<file path="src/logic/pwd_pkg.sv">
// constants shared by the pulse-width driver block: register map, field layout,
// reset values and timing tables; assumes a single 250 MHz clock.
//
// Behaviour
// - high-current open-drain output is active only while control bit 7 is 1.
// - 3-bit frequency code selects 23.4 down to 0.75 kHz for the open-drain output.
// - 4-bit duty code n gives (n+1) x 6.25 percent duty.
// - two identical push-pull outputs, controlled at 0x5a and 0x5c.
// - both push-pull control registers reset to 0x00.
// - push-pull mode 0 emits one pulse per 250 Hz period.
// - mode 0 on time is setting/32 ms; setting 127 means always on.
// - mode 1 uses bit 6 for range, bits 5:3 on time, bits 2:0 off time.
// - range 0 gives on times 31 to 244 us and off 0.49 to 5 ms.
// - range 1 gives on times 5 to 60 ms and off 40 to 180 ms.
// - LED open-drain output width set by an 8-bit, 256-step setting.
// - LED on time split into evenly spaced pulses, repeating at 125 Hz.
// - LED settings up to 175 give total on time of setting/22 ms; settings 176 to 254 saturate to full on.
// - LED setting 255 holds the LED output continuously on.
package pwd_pkg;

  // ----------------------------------------
  // register map
  // ----------------------------------------
  localparam logic [7:0] ADDR_LED_WIDTH = 8'h59;
  localparam logic [7:0] ADDR_PP_A_CTRL = 8'h5a;
  localparam logic [7:0] ADDR_HC_CTRL = 8'h5b;
  localparam logic [7:0] ADDR_PP_B_CTRL = 8'h5c;
  localparam logic [7:0] RST_LED_WIDTH = 8'h00;
  localparam logic [7:0] RST_PP_A_CTRL = 8'h00;
  localparam logic [7:0] RST_HC_CTRL = 8'h00;
  localparam logic [7:0] RST_PP_B_CTRL = 8'h00;
  localparam logic [7:0] RD_UNMAPPED = 8'h00;

  // ----------------------------------------
  // field positions
  // ----------------------------------------
  localparam int HC_EN_BIT = 7;
  localparam int HC_FREQ_LSB = 4;
  localparam int HC_DUTY_LSB = 0;
  localparam int PP_MODE_BIT = 7;
  localparam int PP_RANGE_BIT = 6;
  localparam int PP_ON_LSB = 3;
  localparam int PP_OFF_LSB = 0;

  // ----------------------------------------
  // timing
  // ----------------------------------------
  localparam int CLK_HZ_DEF = 250_000_000;
  localparam int CNT_W = 27;
  localparam int HC_SLOTS = 16;
  localparam int HC_FREQ_HZ [8] = '{23400, 11700, 6700, 4500, 3000, 2300, 1500, 750};
  localparam int PP_RATE_HZ = 250;
  localparam int PP_SET_DIV = 32;
  localparam logic [6:0] PP_SET_FULL = 7'h7f;
  localparam int PP_ON0_US [8] = '{31, 61, 92, 122, 153, 183, 214, 244};
  localparam int PP_OFF0_US [8] = '{490, 1010, 1500, 2010, 2500, 2990, 4000, 5000};
  localparam int PP_ON1_US [8] = '{5000, 10000, 15000, 20000, 30000, 40000, 50000, 60000};
  localparam int PP_OFF1_US [8] = '{40000, 60000, 80000, 100000, 120000, 140000, 160000,
                                    180000};
  localparam int LED_RATE_HZ = 125;
  localparam int LED_WIDTH_SETTING_DIV = 22;
  localparam int LED_SUBS = 16;
  localparam logic [7:0] LED_WIDTH_SETTING_FULL = 8'hff;

  function automatic int us2cyc(int us, int clkHz);
    return int'((longint'(us) * longint'(clkHz)) / 64'sd1000000);
  endfunction

endpackage

</file>
<file path="src/logic/pwd_drivers.sv">
// four pulse-width outputs: high-current open-drain driver, two push-pull
// outputs and a dimmed LED open-drain output, behind an 8-bit register port.
// assumes the host serial interface turns bus cycles into regWrEn/regRdEn strobes.
module pwd_drivers #(
  parameter int CLK_HZ = pwd_pkg::CLK_HZ_DEF
) (
  input wire logic ref_clk, // 250 MHz clock
  input wire logic rst_b, // async reset, active low
  input wire logic [7:0] regAddr, // register address
  input wire logic [7:0] regWrData, // write data
  input wire logic regWrEn, // write strobe
  input wire logic regRdEn, // read strobe
  output logic [7:0] regRdData, // read data, valid the cycle after regRdEn
  output logic hcDrvOut, // high-current pin output value (always low)
  output logic hcDrvOe, // high-current pin sinking
  output logic push_pull_out_a, // push-pull output a
  output logic push_pull_out_b, // push-pull output b
  output logic ledDrvOut, // LED pin output value (always low)
  output logic ledDrvOe // LED pin sinking
);

  localparam int CW = pwd_pkg::CNT_W;
  localparam int CYC_PER_MS = CLK_HZ / 1000;
  localparam int PP_PERIOD = CLK_HZ / pwd_pkg::PP_RATE_HZ;
  localparam int LED_SUB_PERIOD = CLK_HZ / (pwd_pkg::LED_RATE_HZ * pwd_pkg::LED_SUBS);
  localparam int HC_W = 16;
  localparam int LED_W = 17;

  typedef struct packed {
    logic [7:0] ledReg;
    logic [7:0] ppaReg;
    logic [7:0] hcReg;
    logic [7:0] ppbReg;
    logic [7:0] rdData;
    logic [3:0] hcSlot;
    logic [2:0] hcFreq;
    logic [3:0] hcDuty;
    logic hcOe;
    logic [1:0][7:0] ppSet;
    logic [1:0][CW-1:0] ppCnt;
    logic [1:0] ppOut;
    logic [7:0] ledSet;
    logic [3:0] ledSub;
    logic ledOe;
  } pwd_state_t;

  pwd_state_t st_reg;
  pwd_state_t st_next;

  // ----------------------------------------
  // timing tables
  // ----------------------------------------
  logic [HC_W-1:0] hcSlotTab [8];
  logic [CW-1:0] ppOn0Tab [8];
  logic [CW-1:0] ppOff0Tab [8];
  logic [CW-1:0] ppOn1Tab [8];
  logic [CW-1:0] ppOff1Tab [8];

  for (genvar g = 0; g < 8; g++) begin : gTab
    // sixteen duty slots make one output period
    assign hcSlotTab[g] = HC_W'(CLK_HZ / (pwd_pkg::HC_SLOTS * pwd_pkg::HC_FREQ_HZ[g]));
    assign ppOn0Tab[g] = CW'(pwd_pkg::us2cyc(pwd_pkg::PP_ON0_US[g], CLK_HZ));
    assign ppOff0Tab[g] = CW'(pwd_pkg::us2cyc(pwd_pkg::PP_OFF0_US[g], CLK_HZ));
    assign ppOn1Tab[g] = CW'(pwd_pkg::us2cyc(pwd_pkg::PP_ON1_US[g], CLK_HZ));
    assign ppOff1Tab[g] = CW'(pwd_pkg::us2cyc(pwd_pkg::PP_OFF1_US[g], CLK_HZ));
  end

  // ----------------------------------------
  // high-current driver slot divider
  // ----------------------------------------
  logic hcEn;
  logic hcTick;

  assign hcEn = st_reg.hcReg[pwd_pkg::HC_EN_BIT];

  pwd_tick_div #(
    .CNT_W(HC_W)
  ) uHcDiv (
    .ref_clk(ref_clk),
    .rst_b(rst_b),
    .clear(!hcEn),
    .load(hcSlotTab[st_reg.hcFreq]),
    .count(),
    .tick(hcTick)
  );

  // ----------------------------------------
  // LED sub-period divider
  // ----------------------------------------
  logic [LED_W-1:0] ledCnt;
  logic ledTick;
  logic [CW-1:0] ledSubOn;

  pwd_tick_div #(
    .CNT_W(LED_W)
  ) uLedDiv (
    .ref_clk(ref_clk),
    .rst_b(rst_b),
    .clear(1'b0),
    .load(LED_W'(LED_SUB_PERIOD)),
    .count(ledCnt),
    .tick(ledTick)
  );

  // each of the sixteen sub-pulses carries a sixteenth of the total on time;
  // settings whose total exceeds the period simply saturate to full on
  assign ledSubOn = CW'((32'(st_reg.ledSet) * CYC_PER_MS)
                        / (pwd_pkg::LED_WIDTH_SETTING_DIV * pwd_pkg::LED_SUBS));

  // ----------------------------------------
  // push-pull per-channel timing
  // ----------------------------------------
  logic [1:0][CW-1:0] ppOnC;
  logic [1:0][CW-1:0] ppPer;
  logic [1:0] ppFull;

  for (genvar ch = 0; ch < 2; ch++) begin : gPp
    logic [7:0] set;
    logic [2:0] onCode;
    logic [2:0] offCode;
    assign set = st_reg.ppSet[ch];
    assign onCode = set[pwd_pkg::PP_ON_LSB +: 3];
    assign offCode = set[pwd_pkg::PP_OFF_LSB +: 3];
    assign ppOnC[ch] = !set[pwd_pkg::PP_MODE_BIT]
                       ? CW'((32'(set[6:0]) * CYC_PER_MS) / pwd_pkg::PP_SET_DIV)
                       : set[pwd_pkg::PP_RANGE_BIT] ? ppOn1Tab[onCode]
                       : ppOn0Tab[onCode];
    assign ppPer[ch] = !set[pwd_pkg::PP_MODE_BIT] ? CW'(PP_PERIOD)
                       : set[pwd_pkg::PP_RANGE_BIT] ? ppOnC[ch] + ppOff1Tab[offCode]
                       : ppOnC[ch] + ppOff0Tab[offCode];
    assign ppFull[ch] = !set[pwd_pkg::PP_MODE_BIT] && set[6:0] == pwd_pkg::PP_SET_FULL;
  end

  // ----------------------------------------
  // next state
  // ----------------------------------------
  always_comb begin
    st_next = st_reg;
    // register port
    if (regWrEn) begin
      if (regAddr == pwd_pkg::ADDR_LED_WIDTH) begin
        st_next.ledReg = regWrData;
      end else if (regAddr == pwd_pkg::ADDR_PP_A_CTRL) begin
        st_next.ppaReg = regWrData;
      end else if (regAddr == pwd_pkg::ADDR_HC_CTRL) begin
        st_next.hcReg = regWrData;
      end else if (regAddr == pwd_pkg::ADDR_PP_B_CTRL) begin
        st_next.ppbReg = regWrData;
      end
    end
    if (regRdEn) begin
      if (regAddr == pwd_pkg::ADDR_LED_WIDTH) begin
        st_next.rdData = st_reg.ledReg;
      end else if (regAddr == pwd_pkg::ADDR_PP_A_CTRL) begin
        st_next.rdData = st_reg.ppaReg;
      end else if (regAddr == pwd_pkg::ADDR_HC_CTRL) begin
        st_next.rdData = st_reg.hcReg;
      end else if (regAddr == pwd_pkg::ADDR_PP_B_CTRL) begin
        st_next.rdData = st_reg.ppbReg;
      end else begin
        st_next.rdData = pwd_pkg::RD_UNMAPPED;
      end
    end

    // high-current driver: settings are copied while idle so enabling
    // starts straight on the programmed values
    if (!hcEn) begin
      st_next.hcSlot = '0;
      // take the incoming write too, so the enabling write brings its own fields
      st_next.hcFreq = st_next.hcReg[pwd_pkg::HC_FREQ_LSB +: 3];
      st_next.hcDuty = st_next.hcReg[pwd_pkg::HC_DUTY_LSB +: 4];
    end else if (hcTick) begin
      st_next.hcSlot = st_reg.hcSlot + 4'h1;
      if (st_reg.hcSlot == 4'hf) begin
        st_next.hcFreq = st_reg.hcReg[pwd_pkg::HC_FREQ_LSB +: 3];
        st_next.hcDuty = st_reg.hcReg[pwd_pkg::HC_DUTY_LSB +: 4];
      end
    end
    st_next.hcOe = hcEn && (st_reg.hcSlot <= st_reg.hcDuty);

    // push-pull channels
    for (int i = 0; i < 2; i++) begin
      if (st_reg.ppCnt[i] >= ppPer[i] - CW'(1)) begin
        st_next.ppCnt[i] = '0;
        st_next.ppSet[i] = (i == 0) ? st_reg.ppaReg : st_reg.ppbReg;
      end else begin
        st_next.ppCnt[i] = st_reg.ppCnt[i] + CW'(1);
      end
      st_next.ppOut[i] = ppFull[i] || (st_reg.ppCnt[i] < ppOnC[i]);
    end

    // LED output
    if (ledTick) begin
      st_next.ledSub = st_reg.ledSub + 4'h1;
      if (st_reg.ledSub == 4'hf) begin
        st_next.ledSet = st_reg.ledReg;
      end
    end
    st_next.ledOe = (st_reg.ledSet == pwd_pkg::LED_WIDTH_SETTING_FULL)
                    || (CW'(ledCnt) < ledSubOn);
  end

  always_ff @(posedge ref_clk or negedge rst_b) begin
    if (!rst_b) begin
      st_reg <= '0;
      st_reg.ledReg <= pwd_pkg::RST_LED_WIDTH;
      st_reg.ppaReg <= pwd_pkg::RST_PP_A_CTRL;
      st_reg.hcReg <= pwd_pkg::RST_HC_CTRL;
      st_reg.ppbReg <= pwd_pkg::RST_PP_B_CTRL;
    end else begin
      st_reg <= st_next;
    end
  end

  // ----------------------------------------
  // outputs
  // ----------------------------------------
  assign regRdData = st_reg.rdData;
  assign hcDrvOut = 1'b0;
  assign hcDrvOe = st_reg.hcOe;
  assign push_pull_out_a = st_reg.ppOut[0];
  assign push_pull_out_b = st_reg.ppOut[1];
  assign ledDrvOut = 1'b0;
  assign ledDrvOe = st_reg.ledOe;
endmodule // pwd_drivers

</file>
<file path="src/logic/pwd_tick_div.sv">
// cycle divider: counts clock cycles and pulses tick once every load cycles.
// assumes load is at least 2 and is only changed while clear is high or at a tick.
module pwd_tick_div #(
  parameter int CNT_W = 17
) (
  input wire logic ref_clk, // system clock
  input wire logic rst_b, // async reset, active low
  input wire logic clear, // hold the count at zero
  input wire logic [CNT_W-1:0] load, // cycles per tick
  output logic [CNT_W-1:0] count, // cycles since the last tick
  output logic tick // one-cycle pulse at the end of each interval
);

  typedef struct packed {
    logic [CNT_W-1:0] cnt;
  } pwd_div_state_t;

  pwd_div_state_t st_reg;
  pwd_div_state_t st_next;
  logic atEnd;

  assign atEnd = (st_reg.cnt == load - CNT_W'(1));
  assign tick = atEnd && !clear;
  assign count = st_reg.cnt;

  always_comb begin
    st_next = st_reg;
    if (clear || atEnd) begin
      st_next.cnt = '0;
    end else begin
      st_next.cnt = st_reg.cnt + CNT_W'(1);
    end
  end

  always_ff @(posedge ref_clk or negedge rst_b) begin
    if (!rst_b) begin
      st_reg <= '0;
    end else begin
      st_reg <= st_next;
    end
  end

endmodule // pwd_tick_div

</file>
<file path="config.mk">
export PLATFORM = sky130hd
export DESIGN_NAME = pwd_drivers
export DESIGN_NICKNAME = d
export VERILOG_FILES = /design/src/logic/pwd_pkg.sv /design/src/logic/pwd_drivers.sv /design/src/logic/pwd_tick_div.sv
export SDC_FILE = /design/constraint.sdc
export NUM_CORES = 1
export LEC_CHECK = 0
export BUFFER_PORTS_ARGS = -buffer_cell sky130_fd_sc_hd__buf_2
export CAP_MARGIN = 20
export CORE_MARGIN = 5
export CORE_UTILIZATION = 40
export DETAILED_ROUTE_END_ITERATION = 8
export HOLD_SLACK_MARGIN = 0.05
export REMOVE_ABC_BUFFERS = 1
export SLEW_MARGIN = 10
export SYNTH_ARGS = -nofsm -noshare
export SYNTH_HDL_FRONTEND = slang
export SYNTH_SLANG_ARGS = --single-unit
</file>
<file path="constraint.sdc">
create_clock -name ref_clk -period 22.7 [get_ports ref_clk]
set_input_delay 2.27 -clock ref_clk [delete_from_list [all_inputs] [get_ports ref_clk]]
set_output_delay 2.27 -clock ref_clk [all_outputs]
set_load 0.05 [all_outputs]
</file>
==> impl_metrics.tcl, run 1 <==
set metrics [dict create \
    switching_share_pct 27.80 \
    utilization_pct 42.84 \
    clk-insertion-delay-late_ns 0.49 \
    cts_max_path_buffers 2 \
    synth_area_per_cell_um2 7.980 \
    slew_headroom_pct 31.21 \
    required_ns 23.09 \
    dieWidth_um 273.7 \
    synthDistinctLibCells 139 \
    cp_data_arrival_time_ns 21.25 \
    fin_crit_sh_pct 91.88 \
    die_h_um 273.7 \
    timing.fmax_mhz 47.94 \
    cts_tree "done" \
    ios 34 \
    setup_viol 0 \
    syn_area_um2 27820 \
    finalHoldViolations 0 \
    whs_path_depth 1 \
    drive_gt1_share_pct 8.010 \
    comb_power_share_pct 6.3 \
    wire_per_inst_um 16.66 \
    min-delay-path-class "flip-flop to flip-flop" \
    root_buffer "clkbuf_16" \
    final.setup.tns_ns 0 \
    final_cell_area_um2 29480 \
    n_antenna_cell 0 \
    layout_setup_ws_ns 1.843 \
    ys_ff_latch 170 \
    core_um2 68830 \
    whs_ns 0.4819 \
    r2r_slack_ns 1.84 \
    critPathCapture "ledDrvOe" \
    power.internal_mw 0.4831 \
    min_period_ns 20.86 \
    p_total_mw 0.6691 \
    async_flop_share_pct 100.0 \
    critPathMaxStageDelay_ns 0.82 \
    antenna_found_initial 0 \
    reg2reg_from "st_reg[11]" \
    p_clk_share_pct 46.6 \
    io_buffer_count 31 \
    track_usage_pct 19.23 \
    status "finished, final reports clean" \
    critPathSlowestCell "o41ai_2" \
    slew_violations 0 \
    end_kind "flip-flop" \
    layout.nets 3870 \
    dp.final_hpwl_um 57650 \
    place_ws_ns 2.104 \
    fin_skew_ns 0.01846 \
    r2r_cells 62 \
    net-switching-power_mw 0.1860 \
    start_util_pct 40.42 \
    seq_power_share_pct 47.1 \
    dp_cells 4353 \
    dr.pass1.iters 6 \
    cts_inserted_buffers 17 \
    yosysWarnings 0 \
    place_area_um2 28810 \
    crit_path_start_kind "flip-flop" \
    grt_start_max_net_pins 92 \
    htreeDepth 4 \
    timing.rr.end "ledDrvOe" \
    worstMarginPinSlew_ns 1.024 \
    max_cap_violations 0 \
    via_per_inst 5.687 \
    largest_register_ffs 108 \
    rsz0062_at_grt "no" \
    grt_pass1_vias 23690 \
    place.gp.congestion 0.8938 \
    clock_sinks 170 \
    wl_um 73120 \
    num-fill-cells 7099 \
    powerDensity_nw_per_um2 22.69 \
    grt_pass1_wl_um 121600 \
    ir_worst_vdd_uv 64.76 \
    worst-setup-path-type "flip-flop to flip-flop" \
    dieArea_um2 74910 \
    vias 24960 \
    fin_cells 4389 \
    clk_pin_slew_ns 0.07 \
    drc_errors 0 \
    overflow 0 \
    seq_area_frac_synth_pct 15.29 \
    synth_edf_count 0 \
    hold_buffers 0 \
    drtIter0Drc 1690 \
    cp-startpoint "st_reg[11]" \
    areaGrowthSynthToFinish_pct 5.996 \
    final_antenna_net_count 0 \
    synthCells 3486 \
    cpMostUsedCell "a21oi_1" \
    p_leak_nw 13.25 \
    synth-main-ff-cell "dfrtp_1" \
    critPathMaxFanout 17 \
    num_rows 96 \
]
cell families (layout without fill, tap and decap cells):
kind of cell / Yosys count / after routing / synth area share, %
flops: 170 / 170 / 15.29
fa+ha+maj: 408 / 408 / 19.49
other cells: 2 / 6 / 0.02700
mux: 109 / 109 / 4.255
compound gates: 947 / 947 / 24.45
buf+inv: 363 / 331 / 5.227
simple gates: 1188 / 1188 / 21.51
xor+xnor: 299 / 299 / 9.747
cells in the mapped netlist, drive strengths merged (30+ instances only):
cell type / count / area share, %
a31oi: 50 / 1.3
buf: 44 / 0.92
nand2: 306 / 4.1
mux2: 61 / 2.5
nand2b: 65 / 1.5
a21o: 56 / 1.5
xor2: 111 / 3.5
fa: 43 / 3.1
nand3: 123 / 2.3
o21bai: 34 / 0.96
o21a: 31 / 0.84
or3: 30 / 0.71
dfrtp: 170 / 15
o211ai: 45 / 1.3
nor3: 74 / 1.4
nor2b: 59 / 1.3
a21oi: 234 / 4.3
mux2i: 47 / 1.7
a211oi: 34 / 1.0
nand4: 51 / 1.3
inv: 234 / 3.2
clkbuf: 83 / 1.1
and3: 56 / 1.3
and2: 42 / 0.95
xnor2: 187 / 6.1
o21ai: 196 / 3.7
nor2: 279 / 3.8
ha: 362 / 16
power groups by stage:
stage          logic (mW)  clock network (mW)  registers, mW
3_3_place_gp       0.0421                   0          0.321
6_report           0.0424               0.312          0.315
2_1_floorplan      0.0222                   0          0.323
3_5_place_dp       0.0422                   0          0.321
5_1_grt            0.0483               0.333          0.316
4_1_cts            0.0425               0.322          0.315
layout make-up:
| cell class | instances | area, um2 | area share (%) |
|---|---|---|---|
| Sequential cell | 170 | 4257 | 14.44 |
| Tap cell | 931 | 1165 | 3.951 |
| Timing Repair Buffer | 63 | 424.2 | 1.439 |
| Multi-Input combinational cell | 2957 | 22130 | 75.04 |
| Clock inverter | 15 | 202.7 | 0.6875 |
| Clock buffer | 17 | 425.4 | 1.443 |
| Inverter | 236 | 885.9 | 3.004 |
cells in the final DEF, fill, tap and decap left out, drive strengths merged, types with 13 or more instances in the layout:
cell type  instances
o21ai            196
xnor2            187
and3              56
o2111ai           13
xor2             111
nor4              24
nand2            306
nor2b             59
nor2             279
inv              242
a211oi            34
a21o              56
o21a              31
nand3b            13
o22ai             25
or2               20
nand2b            65
buf               62
o31ai             24
mux2i             47
mux2              61
fa                43
nor3              74
a21oi            234
a31oi             50
ha               362
nand3            123
nand4             51
and2              42
o21bai            34
or3               30
o211ai            45
clkbuf            18
a211o             20
dfrtp            170
routing by layer:
metal | GRT usage [%] | up-vias | part of all wire [%]
met1 | 27.79 | 11710 | 50
met5 | 0 | - | 0
met4 | 4.686 | 0 | 1.9
li1 | - | 12610 | -
met2 | 30.76 | 551 | 44
met3 | 2.130 | 91 | 4.0
worst min-delay path by stage:
stage               startpoint         to  slack [ns]
finish               st_reg[4]  st_reg[4]        0.48
CTS                  st_reg[4]  st_reg[4]        0.49
detailed placement   st_reg[4]  st_reg[4]        0.47
global route         st_reg[4]  st_reg[4]        0.51
floorplan            st_reg[4]  st_reg[4]        0.45
global placement     st_reg[4]  st_reg[4]        0.46
worst max-delay path: cells and delay by family (launching register included):
kind | cells | cell delay, ns
xor+xnor | 1 | 0.34
fa+ha+maj | 6 | 2.49
simple gates | 16 | 5.35
mux | 2 | 0.64
compound gates | 34 | 10.53
flops | 1 | 0.61
buf+inv | 3 | 0.78
repair_timing:
action,in CTS,in global routing
hold endpoints to repair,0,0
endpoints found under the setup margin,0,1
buffers inserted,0,3
resized for setup,0,0
(Power assumes the default switching activity.)
==> inputs of run 2 (changes only) <==
--- a/config.mk
+++ b/config.mk
@@ -5,6 +5,7 @@
 export SDC_FILE = /design/constraint.sdc
 export NUM_CORES = 1
 export LEC_CHECK = 0
+export ABC_AREA = 1
 export BUFFER_PORTS_ARGS = -buffer_cell sky130_fd_sc_hd__buf_2
 export CAP_MARGIN = 20
 export CORE_MARGIN = 5
==> constraint.sdc (replaced) <==
create_clock -name ref_clk -period 22.7 [get_ports ref_clk]
set_input_delay 2.27 -clock ref_clk [delete_from_list [all_inputs] [get_ports ref_clk]]
set_output_delay 2.27 -clock ref_clk [all_outputs]
set_load 0.005 [all_outputs]
==> run 2 against run 1 <==
Clock power fell by 4%. Worst setup slack gained 3.6 ns. Flip-flop and latch count did not move. Sequential share of layout area increased by 0.40 points. Via count up 2.7%. Count of clock-buffer cells in the layout up 1. Die area down 2.4%. Critical path type unchanged. Critical endpoint unchanged. Largest cell class unchanged. Largest power group unchanged.
==> impl_metrics.tcl, run 2 <==
set metrics [dict create \
    status "finished, final reports clean" \
    postCtsSetupRepairBufs 0 \
    worst-setup-path-type "flip-flop to flip-flop" \
    mostFrequentLayoutCells "nand2_1 (992), inv_1 (659), nor2_1 (418)" \
    end_kind "flip-flop" \
    dp_cells 5063 \
    hold_buffers 0 \
    min-delay-path-class "flip-flop to flip-flop" \
    min_period_ns 17.29 \
    r2r_cells 115 \
    slew_headroom_pct 31.67 \
    num_rows 95 \
    critPathSlowestCell "dfrtp_1" \
    synth-main-ff-cell "dfrtp_1" \
    critPathMaxFanout 17 \
    vias 25650 \
    async_flop_share_pct 100.0 \
    seq_area_frac_synth_pct 15.68 \
    place.gp.congestion 0.9216 \
    syn_area_um2 27130 \
    overflow 0 \
    grt_start_max_net_pins 65 \
    timing.fmax_mhz 57.84 \
    synthCells 4215 \
    wire_per_inst_um 13.87 \
    drtIter0Drc 1435 \
    finalHoldViolations 0 \
    start_util_pct 40.33 \
    place_ws_ns 5.502 \
    final_antenna_net_count 0 \
    track_usage_pct 19.12 \
    synth_most_common_cell "nand2_1" \
    core_um2 67280 \
    grt_pass1_wl_um 118900 \
    clk_pin_slew_ns 0.08 \
    cpMostUsedCell "nand2_1" \
    htreeDepth 4 \
    root_buffer "clkbuf_16" \
    dr.pass1.iters 5 \
    layout.nets 4634 \
    num-fill-cells 7192 \
    layout_setup_ws_ns 5.410 \
    fin_crit_sh_pct 76.17 \
    io_buffer_count 31 \
    die_h_um 270.4 \
    antenna_found_initial 0 \
    ys_top_cells_by_area "ha_1 (17%), dfrtp_1 (16%), nand2_1 (14%), inv_1 (9.1%), nand3_1 (6.1%)" \
    p_leak_nw 15.59 \
    cts_max_path_buffers 2 \
    n_antenna_cell 0 \
    layout_commonest_cell "nand2_1" \
    yosysWarnings 0 \
    ios 34 \
    rsz0062_at_grt "no" \
    grt_pass1_vias 24270 \
    synthDistinctLibCells 69 \
    required_ns 23.06 \
    whs_path_depth 2 \
    cp_data_arrival_time_ns 17.65 \
    clock_sinks 170 \
    cts_tree "done" \
    ys_ff_latch 170 \
    synthTopCellsByCount "nand2_1 (992), inv_1 (659), nor2_1 (418)" \
    cts_inserted_buffers 17 \
    fin_skew_ns 0.009653 \
    setup_viol 0 \
    critPathMaxStageDelay_ns 0.61 \
    max_cap_violations 0 \
    dieArea_um2 73140 \
    dieWidth_um 270.4 \
    synth_top_cell_by_area "ha_1" \
    crit_path_start_kind "flip-flop" \
    drive_gt1_share_pct 7.745 \
    clk-insertion-delay-late_ns 0.47 \
    slew_violations 0 \
    via_per_inst 5.033 \
    post_cts_resized 0 \
    netlist.area_leader.share_pct 16.69 \
    areaGrowthSynthToFinish_pct 5.700 \
    worstMarginPinSlew_ns 1.017 \
    drc_errors 0 \
    powerDensity_nw_per_um2 22.30 \
    synth_area_per_cell_um2 6.437 \
    ir_worst_vdd_uv 55.07 \
    fin_cells 5095 \
    largest_register_ffs 108 \
    dp.final_hpwl_um 56870 \
    wl_um 70690 \
    synth_edf_count 0 \
    final.setup.tns_ns 0 \
]
## run 2: changes by cell type in the layout (fill, tap and decap cells not counted), sizes merged, moves of 65 or more
cell	previous run	this run
nand2b	65	0
inv	242	708
nand3	123	351
nand2	306	1078
xnor2	187	42
nor2	279	466
## run 2: logic make-up after synthesis
group	after synthesis	share of synthesized area, %
xor gates and xnor gates	145	4.736
buffers and inverters	788	11.47
adders and majority gates	405	19.87
other	2	0.02768
and+or+nand+nor	2142	36.23
muxes	8	0.3320
DFF	170	15.68
AOI/OAI and AO/OA	555	11.66
## run 2: routing by layer
metal / GRT usage, % / vias up / part of all wire (%)
li1: - / 13660 / -
met4: 4.448 / 0 / 1.4
met1: 26.88 / 11520 / 50
met5: 0 / - / 0
met2: 31.49 / 397 / 45
met3: 2.265 / 71 / 3.2
## run 2: area by class of cell
type | instances | area (um2) | share of cell area (%)
flip-flops and latches | 170 | 4254 | 14.83
clock buffers | 18 | 429.2 | 1.496
multi-input cells | 3261 | 19790 | 69.02
well taps | 873 | 1092 | 3.809
clock inverters | 14 | 148.9 | 0.5192
inverters | 711 | 2669 | 9.306
repair buffers | 48 | 291.5 | 1.017
## run 2: worst paths after layout
kind                             start          end  slack, ns
max                          st_reg[7]     ledDrvOe       5.41
min                        st_reg[131]  st_reg[131]       0.49
max reg2reg                  st_reg[7]     ledDrvOe       5.41
min reg2reg                st_reg[131]  st_reg[131]       0.49
max in group asynchronous        rst_b  st_reg[126]      18.98
min in group asynchronous        rst_b   st_reg[66]       1.77
## run 2: critical path: cells and delay by family (launching register included)
kind / cells / cell delay [ns]
AO/OA/AOI/OAI: 6 / 1.19
flip-flops: 1 / 0.61
buffers and inverters: 12 / 0.78
AND/OR/NAND/NOR: 91 / 12.09
adder cells (fa/ha/maj): 6 / 2.46
## run 2: per-stage QoR
stage	util, %	instance area, um2	power (mW)	hold slack, ns
global placement	41.77	28100	0.3457	0.4660
floorplan	-	26700	0.3303	0.4456
detailed placement	41.77	28100	0.3458	0.4726
finish	42.63	28680	0.6396	0.4901
CTS	42.63	28680	0.6503	0.4905
global route	42.63	28680	0.6669	0.5204
## run 2: power breakdown
part / internal [mW] / switching, mW
combinational: 0.00904 / 0.0204
sequential: 0.306 / 0.00349
clock: 0.155 / 0.145
total: 0.471 / 0.169
==> inputs of run 3 (changes only) <==
==> constraint.sdc (replaced) <==
create_clock -name ref_clk -period 16.2 [get_ports ref_clk]
set_input_delay 1.62 -clock ref_clk [delete_from_list [all_inputs] [get_ports ref_clk]]
set_output_delay 1.62 -clock ref_clk [all_outputs]
set_load 0.005 [all_outputs]
==> run 3 against run 2 <==
Utilization grew 2.7 points. Hold slack lost 0.0087 ns. Worst setup slack lost 4.7 ns. First-iteration DRC count grew 14%. Die area is the same. Power grew 38%. Wire length grew 4.0%.
==> impl_metrics.tcl, run 3 (synthesized netlist as in run 2, its figures left out) <==
set metrics [dict create \
    end_kind "flip-flop" \
    hold_buffers 0 \
    cts_tree "done" \
    required_ns 16.56 \
    critPathMaxStageDelay_ns 0.62 \
    min_period_ns 15.44 \
    layout_setup_ws_ns 0.7573 \
    dieArea_um2 73140 \
    finalHoldViolations 0 \
    ios 34 \
    min-delay-path-class "flip-flop to flip-flop" \
    cp_top_family "simple AND/OR/NAND/NOR gates" \
    grt_pass1_vias 24200 \
    min_to "st_reg[4]" \
    slew_headroom_pct 24.56 \
    critPathSlowestCell "fa_1" \
    dr.pass1.iters 6 \
    timing.fmax_mhz 64.76 \
    wire_per_inst_um 14.14 \
    vias 26470 \
    ir_worst_vdd_uv 69.37 \
    status "finished, final reports clean" \
    clk_pin_slew_ns 0.07 \
    slew_violations 0 \
    antenna_found_initial 0 \
    track_usage_pct 19.15 \
    r2r_cells 124 \
    dp.final_hpwl_um 57030 \
    whs_path_depth 1 \
    utilization_pct 45.37 \
    timing.rr.end "ledDrvOe" \
    mostFrequentLayoutCells "nand2_1 (929), inv_1 (656), nor2_1 (390)" \
    p_total_mw 0.8797 \
    dp_cells 5088 \
    core_um2 67280 \
    grt_start_max_net_pins 70 \
    n_antenna_cell 0 \
    clock_sinks 170 \
    powerDensity_nw_per_um2 28.82 \
    grt_pass1_wl_um 119100 \
    start_util_pct 40.33 \
    whs_ns 0.4814 \
    hold_start "st_reg[4]" \
    worst-setup-path-type "flip-flop to flip-flop" \
    place_ws_ns -0.4180 \
    rsz0062_at_grt "yes" \
    io_buffer_count 31 \
    final_antenna_net_count 0 \
    setup_viol 0 \
    drive_gt1_share_pct 13.39 \
    die_h_um 270.4 \
    largest_register_ffs 108 \
    fin_crit_sh_pct 95.33 \
    cpMostUsedCell "nand2_1" \
    fin_cells 5197 \
    num_rows 95 \
    clk-insertion-delay-late_ns 0.47 \
    final.setup.tns_ns 0 \
    htreeDepth 4 \
    place_area_um2 28290 \
    fin_skew_ns 0.01572 \
    via_per_inst 5.094 \
    areaGrowthSynthToFinish_pct 12.49 \
    max_cap_violations 0 \
    cts_inserted_buffers 17 \
    dieWidth_um 270.4 \
    final_cell_area_um2 30520 \
    crit_buf_inv 12 \
    cp_data_arrival_time_ns 15.80 \
    cts_max_path_buffers 2 \
    r2r_slack_ns 0.76 \
    wl_um 73500 \
    layout.nets 4738 \
    root_buffer "clkbuf_16" \
    overflow 0 \
    crit_path_start_kind "flip-flop" \
    worstMarginPinSlew_ns 1.123 \
    reg2reg_from "st_reg[9]" \
    drc_errors 0 \
    critPathMaxFanout 12 \
    place.gp.congestion 0.9144 \
    drtIter0Drc 1643 \
    layout_commonest_cell "nand2_1" \
    cp-startpoint "st_reg[9]" \
    p_leak_nw 16.37 \
]
## run 3: cell count changes in the layout (fill, tap and decap cells not counted), moves of 12 or more
cell,delta
nand3_1,-35
nand2_1,-63
nand2_4,+18
nand2_2,+44
nor2_4,+29
buf_4,+86
nand3_4,+12
nand3_2,+25
nor2_1,-28
## run 3: how the worst max path moves through the flow
stage                           to  slack [ns]  cells past startpoint
final                     ledDrvOe        0.76                    124
after detailed placement  ledDrvOe       -0.42                    118
after global placement    ledDrvOe       -0.13                    116
after global routing      ledDrvOe       -0.47                    123
after CTS                 ledDrvOe        0.03                    122
after floorplan           ledDrvOe        1.27                    111
## run 3: where the power goes
group,switching (mW),internal (mW),leakage [nW]
Clock,0.182,0.222,0.272
Combinational,0.0285,0.0127,13.9
Sequential,0.00486,0.430,2.25
## run 3: repair_timing
action,in CTS,in global routing
setup buffers,0,66
endpoints found under the setup margin,1,1
pin swaps,0,120
gates resized for setup,13,232
endpoints found under the hold margin,0,0
cloned,0,13
## run 3: cell type report
type                            count  area [um2]
Clock buffer                       21       470.5
Clock inverter                      9       90.09
Fill cell                        7038       36760
Inverter                          711        2679
Multi-Input combinational cell   3274       20940
Sequential cell                   170        4257
Tap cell                          873        1092
Timing Repair Buffer              139       993.5
## run 3: per-layer routing
layer	share of wire, %	up-vias	global-route usage, %
met1	50	12040	27.39
met5	0	-	0
met4	1.5	0	4.340
met2	45	443	31.36
li1	-	13910	-
met3	3.1	83	1.839
## run 3: worst reg2reg max path, delay by kind of cell, from the launching register on
kind,cells,cell delay [ns]
AO/OA/AOI/OAI,4,0.63
adder cells (fa/ha/maj),5,2.13
buffers and inverters,12,1.38
flip-flops,1,0.40
AND/OR/NAND/NOR,103,10.77
